--- src/adc_seq_pkg.sv ---
// Constants, field layouts and carrier types for the converter sequencer
package adc_seq_pkg;

    // Register byte offsets
    localparam logic [7:0] OFS_CTRL2  = 8'h00;
    localparam logic [7:0] OFS_CTRL3  = 8'h04;
    localparam logic [7:0] OFS_CTRL4  = 8'h08;
    localparam logic [7:0] OFS_CTRL5  = 8'h0C;
    localparam logic [7:0] OFS_STATUS = 8'h10;
    localparam logic [7:0] OFS_RESULT = 8'h20;
    localparam int         RES_STRIDE = 4;

    // Control and status field positions
    localparam int C2_POWER_UP   = 7;
    localparam int C2_WAIT_PD    = 2;
    localparam int C2_IRQ_EN     = 1;
    localparam int C3_SINGLE     = 3;
    localparam int C4_RES10      = 7;
    localparam int C4_SMP_LO     = 5;
    localparam int C4_PRE_LO     = 0;
    localparam int C5_LEFT       = 7;
    localparam int C5_EIGHT      = 6;
    localparam int C5_CONT       = 5;
    localparam int C5_MULTI      = 4;
    localparam int C5_SPECIAL    = 3;
    localparam int C5_CH_LO      = 0;
    localparam int ST_SEQ_FLAG   = 15;
    localparam int ST_IDX_LO     = 16;
    localparam int ST_BUSY       = 19;

    // Timing in module clocks and result widths in bits
    localparam logic [4:0] CAP_CLKS     = 5'd2;
    localparam logic [4:0] AMP_CLKS     = 5'd4;
    localparam logic [4:0] DIRECT_BASE  = 5'd2;
    localparam logic [4:0] CONV8_CLKS   = 5'd10;
    localparam logic [4:0] CONV10_CLKS  = 5'd12;
    localparam logic [3:0] BITS8        = 4'd8;
    localparam logic [3:0] BITS10       = 4'd10;

    // Special channel codes and reference selects
    localparam logic [2:0] SPC_LOW  = 3'h4;
    localparam logic [2:0] SPC_HIGH = 3'h5;
    localparam logic [2:0] SPC_MID  = 3'h6;

    // Reset values
    localparam logic [7:0]  CTRL_RESET = 8'h00;
    localparam logic [15:0] RES_RESET  = 16'h0000;
    localparam logic [31:0] ZERO_WORD  = 32'h0000_0000;

    // Reference point selection for the analog side
    typedef enum logic [1:0] {
        REF_NONE,
        REF_LOW,
        REF_HIGH,
        REF_MID
    } ref_sel_t;

    // Sequencer states
    typedef enum logic [2:0] {
        ST_IDLE,
        ST_CAP,
        ST_AMP,
        ST_DIRECT,
        ST_CONV
    } seq_state_t;

    // Controls toward multiplexer, sample/hold and DAC arrays
    typedef struct packed {
        logic       powered;
        logic [2:0] channel;
        ref_sel_t   ref_sel;
        logic       sample_cap;
        logic       sample_amp;
        logic       sample_direct;
        logic       converting;
        logic       res10;
        logic [9:0] dac_code;
    } analog_ctl_t;

endpackage : adc_seq_pkg

--- src/adc_sequencer_control.sv ---
// Sequencer, timing and register file of the 8-channel SAR converter
//
// Function
// Eight channels, 8 or 10 bit resolution
// Sequences of one, four or eight conversions
// Multi select scans channels, else repeats one
// Continuous select restarts sequence after completion
// Special select converts low, high, mid reference
// Channel bits give channel or first channel
// Length from eight select and single select
// Direct sample phase lasts 2,4,8,16 clocks
// Fourth or fifth control write restarts sequence
// Continuous runs until stopped, powered down, reset
// STOP, or WAIT with enable, stops conversion
// Sequence flag set at each sequence end
// Result flag set when its result loads; a conversion end in a restart cycle sets the flag but loads no result
// Sequence completion can raise an interrupt
// Sample phases of 2 then 4 clocks
// Conversion takes 10 or 12 module clocks
// Binary search against generated reference potentials
// Approximation copied justified into result register
// Five bit modulus prescaler divides 1..32
// Prescaler output divided by two
// Wait ignored while wait enable clear
// Power down aborts the running sequence
// Control write clears flags, cancels interrupt
// Results fill consecutive registers from first
//
// Implementation choices: the address map and register access over APB.
`timescale 1ns/1ps

module adc_sequencer_control
    import adc_seq_pkg::*;
#(
    parameter int NUM_CH = 8
) (
    input  wire logic         i_ref_clk,   // Peripheral clock, 200 MHz
    input  wire logic         i_rst_n,     // Async reset, active low
    input  wire logic         psel,        // APB select
    input  wire logic         penable,     // APB access phase
    input  wire logic         pwrite,      // APB direction
    input  wire logic [7:0]   paddr,       // APB byte address
    input  wire logic [31:0]  pwdata,      // APB write data
    output logic [31:0]       prdata,      // APB read data
    output logic              pready,      // APB ready
    output logic              pslverr,     // APB error, unmapped
    input  wire logic         i_stop,      // Processor in STOP
    input  wire logic         i_wait,      // Processor in WAIT
    input  wire logic         i_compare,   // Sample at or above DAC
    output analog_ctl_t       o_analog,    // Analog side controls
    output logic              o_irq        // Sequence complete request
);

    // Control registers
    logic [7:0]        ctrl2;
    logic [7:0]        ctrl3;
    logic [7:0]        ctrl4;
    logic [7:0]        ctrl5;
    logic              seq_flag;           // Sequence complete
    logic [NUM_CH-1:0] conv_flag;          // Per result complete
    logic [15:0]       result [NUM_CH];    // Result registers

    // Sequencer state
    seq_state_t        state;
    logic [4:0]        phase_cnt;          // Module clocks in phase
    logic [2:0]        conv_idx;           // Conversion in sequence
    logic [9:0]        sar;                // Approximation register
    logic [4:0]        pre_cnt;            // Prescaler modulus count
    logic              half;               // Divide by two stage

    // Bus decode
    wire        setup     = psel & ~penable;
    wire        wr        = psel & penable & pwrite;
    wire        hit_c2    = paddr == OFS_CTRL2;
    wire        hit_c3    = paddr == OFS_CTRL3;
    wire        hit_c4    = paddr == OFS_CTRL4;
    wire        hit_c5    = paddr == OFS_CTRL5;
    wire        hit_st    = paddr == OFS_STATUS;

    // Result window, word aligned
    wire [7:0]  res_off   = paddr - OFS_RESULT;
    wire        hit_res   = (paddr >= OFS_RESULT)
                            && (res_off < 8'(NUM_CH * RES_STRIDE))
                            && (res_off[1:0] == 2'b00);
    wire [2:0]  res_sel   = res_off[4:2];
    wire        mapped    = hit_c2 | hit_c3 | hit_c4 | hit_c5
                            | hit_st | hit_res;

    // Restart and flag clear on fourth or fifth control write
    wire        restart   = wr & (hit_c4 | hit_c5);
    wire        scf_wclr  = wr & hit_st & pwdata[ST_SEQ_FLAG];

    // Control fields
    wire        power_up  = ctrl2[C2_POWER_UP];
    wire        wait_pd   = ctrl2[C2_WAIT_PD];
    wire        irq_en    = ctrl2[C2_IRQ_EN];

    // Resolution, timing, prescale
    wire        single    = ctrl3[C3_SINGLE];
    wire        res10     = ctrl4[C4_RES10];
    wire [1:0]  smp_sel   = ctrl4[C4_SMP_LO +: 2];
    wire [4:0]  pre_sel   = ctrl4[C4_PRE_LO +: 5];

    // Sequence shape and source
    wire        left_just = ctrl5[C5_LEFT];
    wire        eight     = ctrl5[C5_EIGHT];
    wire        cont      = ctrl5[C5_CONT];
    wire        multi     = ctrl5[C5_MULTI];
    wire        special   = ctrl5[C5_SPECIAL];
    wire [2:0]  ch_base   = ctrl5[C5_CH_LO +: 3];

    // Power state: wait only counts when enabled
    wire        active    = power_up & ~i_stop
                            & ~(i_wait & wait_pd);

    // Prescaler: modulus count, then divide by two
    wire        pre_tick  = active & (pre_cnt == pre_sel);
    wire        mod_tick  = pre_tick & half;
    wire [4:0]  next_pre  = pre_tick ? 5'd0 : pre_cnt + 5'd1;

    // Sequence length: one, four or eight
    wire [2:0]  last_idx  = single ? 3'd0
                            : (eight ? 3'd7 : 3'd3);
    wire        seq_last  = conv_idx == last_idx;

    // Channel of current conversion
    wire [2:0]  cur_ch    = multi ? ch_base + conv_idx
                            : ch_base;
    wire        ext_ch    = ~special;

    // Phase lengths in module clocks
    wire [4:0]  direct_len = DIRECT_BASE << smp_sel;
    wire [4:0]  conv_len   = res10 ? CONV10_CLKS : CONV8_CLKS;
    wire [3:0]  res_bits   = res10 ? BITS10 : BITS8;

    // Last tick of each phase
    wire        cap_done   = phase_cnt == CAP_CLKS - 5'd1;
    wire        amp_done   = phase_cnt == AMP_CLKS - 5'd1;
    wire        dir_done   = phase_cnt == direct_len - 5'd1;
    wire        conv_done  = phase_cnt == conv_len - 5'd1;

    // Binary search: trial bit walks from msb down
    wire [3:0]  cur_bit   = res_bits - 4'd1 - phase_cnt[3:0];
    wire        trial     = phase_cnt < {1'b0, res_bits};
    wire [9:0]  bit_mask  = 10'h001 << cur_bit;
    wire [9:0]  msb_mask  = 10'h001 << (res_bits - 4'd1);
    wire [9:0]  next_sar  = (i_compare ? sar : (sar & ~bit_mask))
                            | (bit_mask >> 1);

    // Justified result word
    wire [15:0] res_right = {6'h00, sar};
    wire [15:0] res_left  = res10 ? {sar, 6'h00}
                            : {sar[7:0], 8'h00};
    wire [15:0] res_word  = left_just ? res_left : res_right;

    // Load strobe at end of each conversion
    wire        conv_end  = (state == ST_CONV) & mod_tick & conv_done;
    wire        seq_end   = conv_end & seq_last;

    // Status word for reads
    wire [31:0] status_w  = {12'h000, state != ST_IDLE, conv_idx,
                             seq_flag, 7'h00, conv_flag};

    // Read data selection
    wire [31:0] rd_data   = hit_c2  ? {24'h00_0000, ctrl2}
                          : hit_c3  ? {24'h00_0000, ctrl3}
                          : hit_c4  ? {24'h00_0000, ctrl4}
                          : hit_c5  ? {24'h00_0000, ctrl5}
                          : hit_st  ? status_w
                          : hit_res ? {16'h0000, result[res_sel]}
                          : ZERO_WORD;

    // Zero wait state slave
    assign pready = 1'b1;

    // Read data and error captured in setup phase
    always_ff @(posedge i_ref_clk or negedge i_rst_n) begin
        if (!i_rst_n) begin
            prdata  <= ZERO_WORD;
            pslverr <= 1'b0;
        end else if (setup) begin
            prdata  <= pwrite ? ZERO_WORD : rd_data;
            pslverr <= ~mapped;
        end
    end

    // Control register writes
    always_ff @(posedge i_ref_clk or negedge i_rst_n) begin
        if (!i_rst_n) begin
            ctrl2 <= CTRL_RESET;
            ctrl3 <= CTRL_RESET;
            ctrl4 <= CTRL_RESET;
            ctrl5 <= CTRL_RESET;
        end else if (wr) begin
            if (hit_c2) begin
                ctrl2 <= pwdata[7:0];
            end

            if (hit_c3) begin
                ctrl3 <= pwdata[7:0];
            end

            if (hit_c4) begin
                ctrl4 <= pwdata[7:0];
            end

            if (hit_c5) begin
                ctrl5 <= pwdata[7:0];
            end
        end
    end

    // Prescaler and divide by two, cleared while inactive or on restart
    always_ff @(posedge i_ref_clk or negedge i_rst_n) begin
        if (!i_rst_n) begin
            pre_cnt <= 5'd0;
            half    <= 1'b0;
        end else if (!active || restart) begin
            pre_cnt <= 5'd0;
            half    <= 1'b0;
        end else begin
            pre_cnt <= next_pre;
            if (pre_tick) begin
                half <= ~half;
            end
        end
    end

    // Sequence state machine
    always_ff @(posedge i_ref_clk or negedge i_rst_n) begin
        if (!i_rst_n) begin
            state     <= ST_IDLE;
            phase_cnt <= 5'd0;
            conv_idx  <= 3'd0;
        end else if (!active) begin
            state     <= ST_IDLE;
            phase_cnt <= 5'd0;
        end else if (restart) begin
            state     <= ST_CAP;
            phase_cnt <= 5'd0;
            conv_idx  <= 3'd0;
        end else if (mod_tick) begin
            phase_cnt <= phase_cnt + 5'd1;
            unique case (state)
                ST_IDLE: begin
                    phase_cnt <= 5'd0;
                end

                ST_CAP: begin
                    if (cap_done) begin
                        state     <= ST_AMP;
                        phase_cnt <= 5'd0;
                    end
                end

                ST_AMP: begin
                    if (amp_done) begin
                        state     <= ST_DIRECT;
                        phase_cnt <= 5'd0;
                    end
                end

                ST_DIRECT: begin
                    if (dir_done) begin
                        state     <= ST_CONV;
                        phase_cnt <= 5'd0;
                    end
                end

                ST_CONV: begin
                    if (conv_done) begin
                        phase_cnt <= 5'd0;
                        if (!seq_last) begin
                            state    <= ST_CAP;
                            conv_idx <= conv_idx + 3'd1;
                        end else if (cont) begin
                            state    <= ST_CAP;
                            conv_idx <= 3'd0;
                        end else begin
                            state    <= ST_IDLE;
                        end
                    end
                end
            endcase
        end
    end

    // Successive approximation register
    always_ff @(posedge i_ref_clk or negedge i_rst_n) begin
        if (!i_rst_n) begin
            sar <= 10'h000;
        end else if (state == ST_DIRECT && mod_tick && dir_done) begin
            sar <= msb_mask;
        end else if (state == ST_CONV && mod_tick && trial) begin
            sar <= next_sar;
        end
    end

    // Result registers load at conversion end
    always_ff @(posedge i_ref_clk or negedge i_rst_n) begin
        if (!i_rst_n) begin
            for (int i = 0; i < NUM_CH; i++) begin
                result[i] <= RES_RESET;
            end
        end else if (conv_end && !restart && active) begin
            result[conv_idx] <= res_word;
        end
    end

    // Per result complete flags, set wins over clear
    always_ff @(posedge i_ref_clk or negedge i_rst_n) begin
        if (!i_rst_n) begin
            conv_flag <= '0;
        end else begin
            for (int i = 0; i < NUM_CH; i++) begin
                if (conv_end && active && conv_idx == 3'(i)) begin
                    conv_flag[i] <= 1'b1;
                end else if (restart) begin
                    conv_flag[i] <= 1'b0;
                end
            end
        end
    end

    // Sequence complete flag, set wins over clear
    always_ff @(posedge i_ref_clk or negedge i_rst_n) begin
        if (!i_rst_n) begin
            seq_flag <= 1'b0;
        end else if (seq_end && active) begin
            seq_flag <= 1'b1;
        end else if (restart || scf_wclr) begin
            seq_flag <= 1'b0;
        end
    end

    // Interrupt request from sequence flag
    always_ff @(posedge i_ref_clk or negedge i_rst_n) begin
        if (!i_rst_n) begin
            o_irq <= 1'b0;
        end else begin
            o_irq <= irq_en & seq_flag;
        end
    end

    // Reference select for special conversions
    wire ref_sel_t spc_ref = (ch_base == SPC_LOW)  ? REF_LOW
                           : (ch_base == SPC_HIGH) ? REF_HIGH
                           : (ch_base == SPC_MID)  ? REF_MID
                           : REF_LOW;

    // Analog side controls from flops
    always_ff @(posedge i_ref_clk or negedge i_rst_n) begin
        if (!i_rst_n) begin
            o_analog <= '0;
        end else begin
            o_analog.powered       <= active;
            o_analog.channel       <= cur_ch;
            o_analog.ref_sel       <= ext_ch ? REF_NONE : spc_ref;

            o_analog.sample_cap    <= active && state == ST_CAP;
            o_analog.sample_amp    <= active && state == ST_AMP;
            o_analog.sample_direct <= active && state == ST_DIRECT;
            o_analog.converting    <= active && state == ST_CONV;

            o_analog.res10         <= res10;
            o_analog.dac_code      <= next_dac();
        end
    end

    // DAC code follows the approximation register
    function automatic logic [9:0] next_dac();
        return sar;
    endfunction

endmodule // adc_sequencer_control

--- config.mk ---
export PLATFORM = sky130hd
export DESIGN_NAME = adc_sequencer_control
export DESIGN_NICKNAME = d
export VERILOG_FILES = /design/src/adc_seq_pkg.sv /design/src/adc_sequencer_control.sv
export SDC_FILE = /design/constraint.sdc
export NUM_CORES = 1
export LEC_CHECK = 0
export ABC_AREA = 0
export BUFFER_PORTS_ARGS = -buffer_cell sky130_fd_sc_hd__buf_2
export CORE_ASPECT_RATIO = 1.5
export CORE_UTILIZATION = 60
export DETAILED_ROUTE_END_ITERATION = 16
export GPL_ROUTABILITY_DRIVEN = 0
export HOLD_SLACK_MARGIN = 0.08
export MAX_ROUTING_LAYER = met4
export PLACE_DENSITY = 0.8
export SETUP_SLACK_MARGIN = 0.05
export SLEW_MARGIN = 20
export SYNTH_ARGS = -nofsm -noshare
export SYNTH_HDL_FRONTEND = slang
export SYNTH_SLANG_ARGS = --single-unit
--- constraint.sdc ---
create_clock -name i_ref_clk -period 4 [get_ports i_ref_clk]
set_clock_uncertainty 0.2 [all_clocks]
set_input_delay 0.2 -clock i_ref_clk [delete_from_list [all_inputs] [get_ports i_ref_clk]]
set_output_delay 0.2 -clock i_ref_clk [all_outputs]
set_load 0.02 [all_outputs]
After elaboration in Yosys (flattened, before gate mapping)
Index checks and enable logic that the tools add are counted.
{ "classes": {"n_addsub": 9, "order_cmp": 6, "eq_ne": 31, "shift": 3, "n_mux": 66, "bitwise_logic": 31, "n_reduce_logical": 52} }
{ "op_table": {"columns": ["operator", "count"], "rows": [
  ["128-bit bitwise mux", 1],
  ["20-bit 2-to-1 mux", 6],
  ["16-bit 2-to-1 mux", 6],
  ["3-bit 2-to-1 mux", 17],
  ["16-bit binary-select mux with 3-bit select", 1],
  ["16-bit demux with 3-bit select", 1],
  ["5-bit 2-to-1 mux", 9],
  ["10-bit 2-to-1 mux", 3],
  ["2-bit nonzero test", 14],
  ["5-bit one-hot mux with 5 select lines", 1],
  ["3-bit equality test, second input constant", 8],
  ["1-bit logical AND", 23],
  ["1-bit by 4-bit left shift with 10-bit output, first input constant", 2],
  ["8-bit by 4-bit equality test with 1-bit output, second input constant", 2],
  ["4-bit inequality test, second input constant", 4],
  ["1-bit AND", 15],
  ["5-bit equality test", 3],
  ["1-bit 2-to-1 mux", 15],
  ["3-bit by 2-bit equality test with 1-bit output, second input constant", 4],
  ["3-bit one-hot mux with 4 select lines", 1],
  ["5-bit by 1-bit adder with 5-bit output, second input constant", 2],
  ["10-bit AND", 1],
  ["2-bit 2-to-1 mux", 5],
  ["10-bit NOT", 1],
  ["35 further kinds", 53]
]} }
{ "word_totals": {"reg_bits": 251, "input_bits": 48, "out_inout_bits": 56, "wordCells": 237} }

Logic depth before layout (Yosys ltp)
{ "logic_depth": {"word_depth": 12, "mapped_depth": 11, "ltp_nobuf": 8} }

Worst setup path after synthesis
OpenSTA, ideal clock, no wires.
{ "synth_path": {"path_type": "reg-to-reg", "from": "reg ctrl4[7]", "to": "reg result[75] (netlist name)", "setup_time_ns": 0.125, "arrival_ns": 3.253, "required_time_ns": 3.675, "slack_ns": 0.422, "path_stages_with_launch": 11, "n_path_buf": 3, "period_less_slack_ns": 3.578, "path_cell_list": "dfrtp_1 -> clkbuf_1 -> buf_1 -> inv_1 -> ha_1 -> nor3b_1 -> nand3_1 -> nor4_4 -> nand3_1 -> clkbuf_1 -> mux2_2"} }
{ "synth_via": {"elab_chain_cells": 6, "word_cells_on_any_way": 9, "classes_between": "1 x add/sub; 1 x eq/ne; 4 x mux; 1 x bitwise; 2 x reduce/logical"} }
{ "synth_rtl": {"columns": ["item", "line_no", "source"], "rows": [
  ["from (decl)", "adc_sequencer_control.sv:57", "logic [7:0] ctrl4;"],
  ["from (signal assigned)", "adc_sequencer_control.sv:204", "ctrl4 <= pwdata[7:0];"],
  ["3-bit 2-to-1 mux", "adc_sequencer_control.sv:133", "wire [4:0] conv_len = res10 ? CONV10_CLKS : CONV8_CLKS;"],
  ["4-bit by 1-bit subtractor with 5-bit output", "adc_sequencer_control.sv:140", "wire conv_done = phase_cnt == conv_len - 5'd1;"],
  ["5-bit equality test", "adc_sequencer_control.sv:140", null],
  ["1-bit AND", "adc_sequencer_control.sv:157", "wire conv_end = (state == ST_CONV) & mod_tick & conv_done;"],
  ["1-bit logical AND (2 in series)", "adc_sequencer_control.sv:305", "end else if (conv_end && !restart && active) begin"],
  ["to (signal, indexed assignment)", "adc_sequencer_control.sv:306", "result[conv_idx] <= res_word;"],
  ["to (decl)", "adc_sequencer_control.sv:61", "logic [15:0] result [NUM_CH];"]
]} }
Several ways; a longest one is shown, not always the timed one.
A chain may end at the register's enable or synchronous reset.

Worst setup path in the final report
{ "layout_path": {"from": "reg phase_cnt[1]", "to": "reg result[46] (netlist name)"} }
{ "layout_via": {"elab_chain_cells": 4} }
{ "layout_rtl": {"columns": ["item", "line_no", "source"], "rows": [
  ["from (decl)", "adc_sequencer_control.sv:65", "logic [4:0] phase_cnt;"],
  ["from (signal assigned)", "adc_sequencer_control.sv:243", "phase_cnt <= phase_cnt + 5'd1;"],
  ["5-bit equality test", "adc_sequencer_control.sv:140", null],
  ["1-bit AND", "adc_sequencer_control.sv:157", null],
  ["1-bit logical AND (2 in series)", "adc_sequencer_control.sv:305", null]
]} }
Every way passes these cells.

==> impl_metrics.py <==
metrics = {
    "outcome": {
        "status": "complete, no violations",
    },
    "floorplanning": {
        "die_width_um": 115,
        "initial_core_util": 0.616,
        "ios": 104,
        "design.core.area_sq_um": 18600,
        "die_area_sq_um": 19700,
        "num_rows": 61,
        "die_h_um": 171,
    },
    "drt": {
        "drt_wl_total_um": 27000,
        "vias": 7904,
        "drt-wirelength-per-cell_um": 21.0,
        "dr.pass1.iters": 4,
        "first_iter_violations": 574,
        "route.detailed.drc": 0,
        "vias_per_cell": 6.13,
        "antenna_left": 0,
    },
    "setup_path": {
        "path_max_fanout": 24,
        "reg2reg_depth": 8,
        "reg2reg_to": "result[46]",
        "path_delay_family": "simple AND/OR/NAND/NOR gates",
        "endpoint_kind": "register",
        "arrival_ps": 3780,
        "crit_required_ps": 4180,
        "path_class": "reg2reg",
        "cpMaxStageDelayCell": "nor4_4",
        "path_cells": "inv_1 > ha_1 > nor3b_1 > nand3_1 > nor4_4 > nand4_1 > buf_4 > mux2_2",
        "r2r-start": "phase_cnt[1]",
        "regToRegSetupSlack_ps": 400,
        "slowest_delay_ps": 550,
        "start_kind": "register",
        "crit_buf_inv": 2,
    },
    "final_layout": {
        "nets": 1086,
        "mostFrequentLayoutCell": "dfrtp_1",
        "antenna_cells": 0,
        "syn_to_final_growth_pct": 13.2,
        "regArea_sq_um": 5980,
        "drive_gt1_frac": 0.269,
        "multi_input_area_sq_um": 5120,
        "layout_common_cells": "dfrtp_1, mux2_2, o21ai_0",
        "fillers": 1336,
    },
    "timing": {
        "tns_ps": 0,
        "slew_viol_final": 0,
        "worst_pin_slew_ps": 989,
        "slew_headroom": 0.341,
        "period_minus_slack_ps": 3600,
        "final.period_utilization": 0.899,
        "grt_setup_unrepaired": "no",
        "fmaxAchievable_ghz": 0.278,
        "hold_viol": 0,
        "holdWs_ps": 150,
        "setup_viol": 0,
    },
    "grt": {
        "grt_pass1_vias": 8170,
        "grt.overflow.total": 0,
        "grt.total_usage": 0.299,
        "antenna_found_initial": 0,
        "grt_max_degree": 132,
        "grt_first_pass_wirelength_um": 43400,
    },
    "yosys": {
        "ys_types": 68,
        "synth_cells": 952,
        "syn_avg_cell_area_sq_um": 12.1,
        "synth_top_family_by_area": "multiplexers",
        "synth_edf_count": 0,
        "synth_compound_area_frac": 0.0954,
        "ys_ff_latch": 239,
        "synthAdderAreaFrac": 0.0190,
        "synthMuxAreaShare": 0.209,
        "yosys.area_share.simple": 0.104,
        "async_flop_share": 1.00,
        "syn_area_sq_um": 11500,
        "yosysSeqAreaShare": 0.521,
        "synthFlopType": "dfrtp_1",
        "synth_xor_area_frac": 0.0145,
        "yosys_warnings": 0,
    },
    "clocking": {
        "cts.sinks": 239,
        "htree_levels": 1,
        "cts_max_path_buffers": 3,
        "cts-root-buf": "clkbuf_16",
        "cts_tree": "done",
        "worst_skew_pair.late_latency_ps": 510,
        "path_clk_slew_ps": 60,
        "cts-buffers-inserted": 23,
    },
    "power": {
        "seq_power_share": 0.487,
        "internal_power_mw": 3.95,
        "p_sw_frac": 0.210,
        "irDropWorstVdd_uv": 429,
        "power.density_nw_per_um2": 385,
        "pwr-share-clk": 0.473,
        "comb_power_share": 0.040,
        "switchingPower_mw": 1.05,
        "power.leakage_nw": 6.27,
    },
    "place": {
        "portBuffers": 67,
        "dp_hpwl_um": 17500,
    },
    "hold_path": {
        "min_path_type": "in2async",
    },
    "flow_run": {
        "maxCapViolations": 0,
    },
}
-- final cells by class --
type / instances / area share
Sequential cell: 239 / 0.460
Multi-Input combinational cell: 633 / 0.394
Timing Repair Buffer: 102 / 0.0509
Clock buffer: 31 / 0.0497
Tap cell: 252 / 0.0243
Clock inverter: 10 / 0.0139
Inverter: 23 / 0.00665
-- per-layer routing --
metal | vias up | global-route usage | part of all wire
met5 | - | - | 0
met2 | 256 | 0.521 | 0.53
li1 | 3567 | - | -
met1 | 4013 | 0.352 | 0.38
met3 | 68 | 0.0356 | 0.046
met4 | 0 | 0.121 | 0.038
-- through the flow --
step | utilization | std cells | area (sq um) | setup slack, ps | power (mW)
floorplan | - | 963 | 11500 | 422 | 2.58
global placement | 0.645 | 1233 | 12000 | 557 | 2.67
detailed placement | 0.645 | 1233 | 12000 | 505 | 2.67
CTS | 0.698 | 1290 | 13000 | 438 | 5.03
global route | 0.698 | 1290 | 13000 | 201 | 5.13
finish | 0.698 | 1290 | 13000 | 404 | 5.00
-- cells by family (layout without fill, tap and decap cells) --
group	count (synthesis)	in the layout
xor+xnor	19	19
fa+ha+maj	17	17
buf+inv	91	166
compound gates	175	175
simple gates	233	233
flops	239	239
mux	176	176
other cells	2	13
-- synthesized netlist by cell type (all sizes together) (2+ instances only) --
| library cell | n | area share |
|---|---|---|
| or3 | 2 | 0.0011 |
| xor2 | 9 | 0.0069 |
| mux2 | 107 | 0.10 |
| a22oi | 9 | 0.0059 |
| mux4 | 40 | 0.078 |
| and3 | 6 | 0.0033 |
| a22o | 19 | 0.014 |
| nor3 | 17 | 0.0084 |
| nand2 | 82 | 0.027 |
| nand2b | 17 | 0.0093 |
| a31oi | 7 | 0.0038 |
| o31ai | 3 | 0.0020 |
| ha | 15 | 0.016 |
| xnor2 | 10 | 0.0076 |
| or3b | 3 | 0.0025 |
| conb | 2 | 0.00065 |
| and2 | 4 | 0.0022 |
| o31a | 2 | 0.0015 |
| clkbuf | 38 | 0.012 |
| nor3b | 2 | 0.0013 |
| nand4 | 11 | 0.0065 |
| o21ai | 84 | 0.037 |
| nand3 | 25 | 0.011 |
| o211ai | 4 | 0.0026 |
| o41ai | 3 | 0.0023 |
| mux2i | 29 | 0.025 |
| dfrtp | 239 | 0.52 |
| o21a | 4 | 0.0026 |
| nor4 | 6 | 0.0064 |
| buf | 30 | 0.017 |
| o22ai | 2 | 0.0011 |
| a211o | 2 | 0.0015 |
| a21o | 4 | 0.0026 |
| a21oi | 19 | 0.0083 |
| inv | 23 | 0.0075 |
| nor2 | 34 | 0.011 |
| nor2b | 17 | 0.0093 |
-- worst max-delay path by stage --
stage               cells past startpoint  slack, ps          to    startpoint
floorplan                              10        420  result[75]      ctrl4[7]
global placement                        8        560  result[62]  phase_cnt[1]
detailed placement                      8        500  result[62]  phase_cnt[1]
CTS                                     8        440  result[46]  phase_cnt[1]
global route                            8        200  result[46]  phase_cnt[1]
finish                                  8        400  result[46]  phase_cnt[1]
-- repair_timing --
item	in CTS	in global routing
hold endpoints to repair	190	0
hold buffers	16	0
resized for setup	0	0
buffers inserted	0	0
-- power groups by stage --
stage / Sequential (mW) / Combinational (mW) / Clock (mW)
after floorplan: 2.48 / 0.103 / 0
after global placement: 2.48 / 0.191 / 0
after detailed placement: 2.48 / 0.192 / 0
after CTS: 2.43 / 0.204 / 2.39
after global routing: 2.43 / 0.223 / 2.48
final: 2.43 / 0.201 / 2.36
-- flip-flops by register name (all words and copies together), names as in the netlist --
register and count:
conv_flag 8, conv_idx 3, ctrl2 8, ctrl3 8
ctrl4 8, ctrl5 8, half 1, o_analog 21
o_irq 1, phase_cnt 5, prdata 20, pre_cnt 5
pslverr 1, result 128, sar 10, seq_flag 1
state 3
Power figures use the tool's default switching activity.
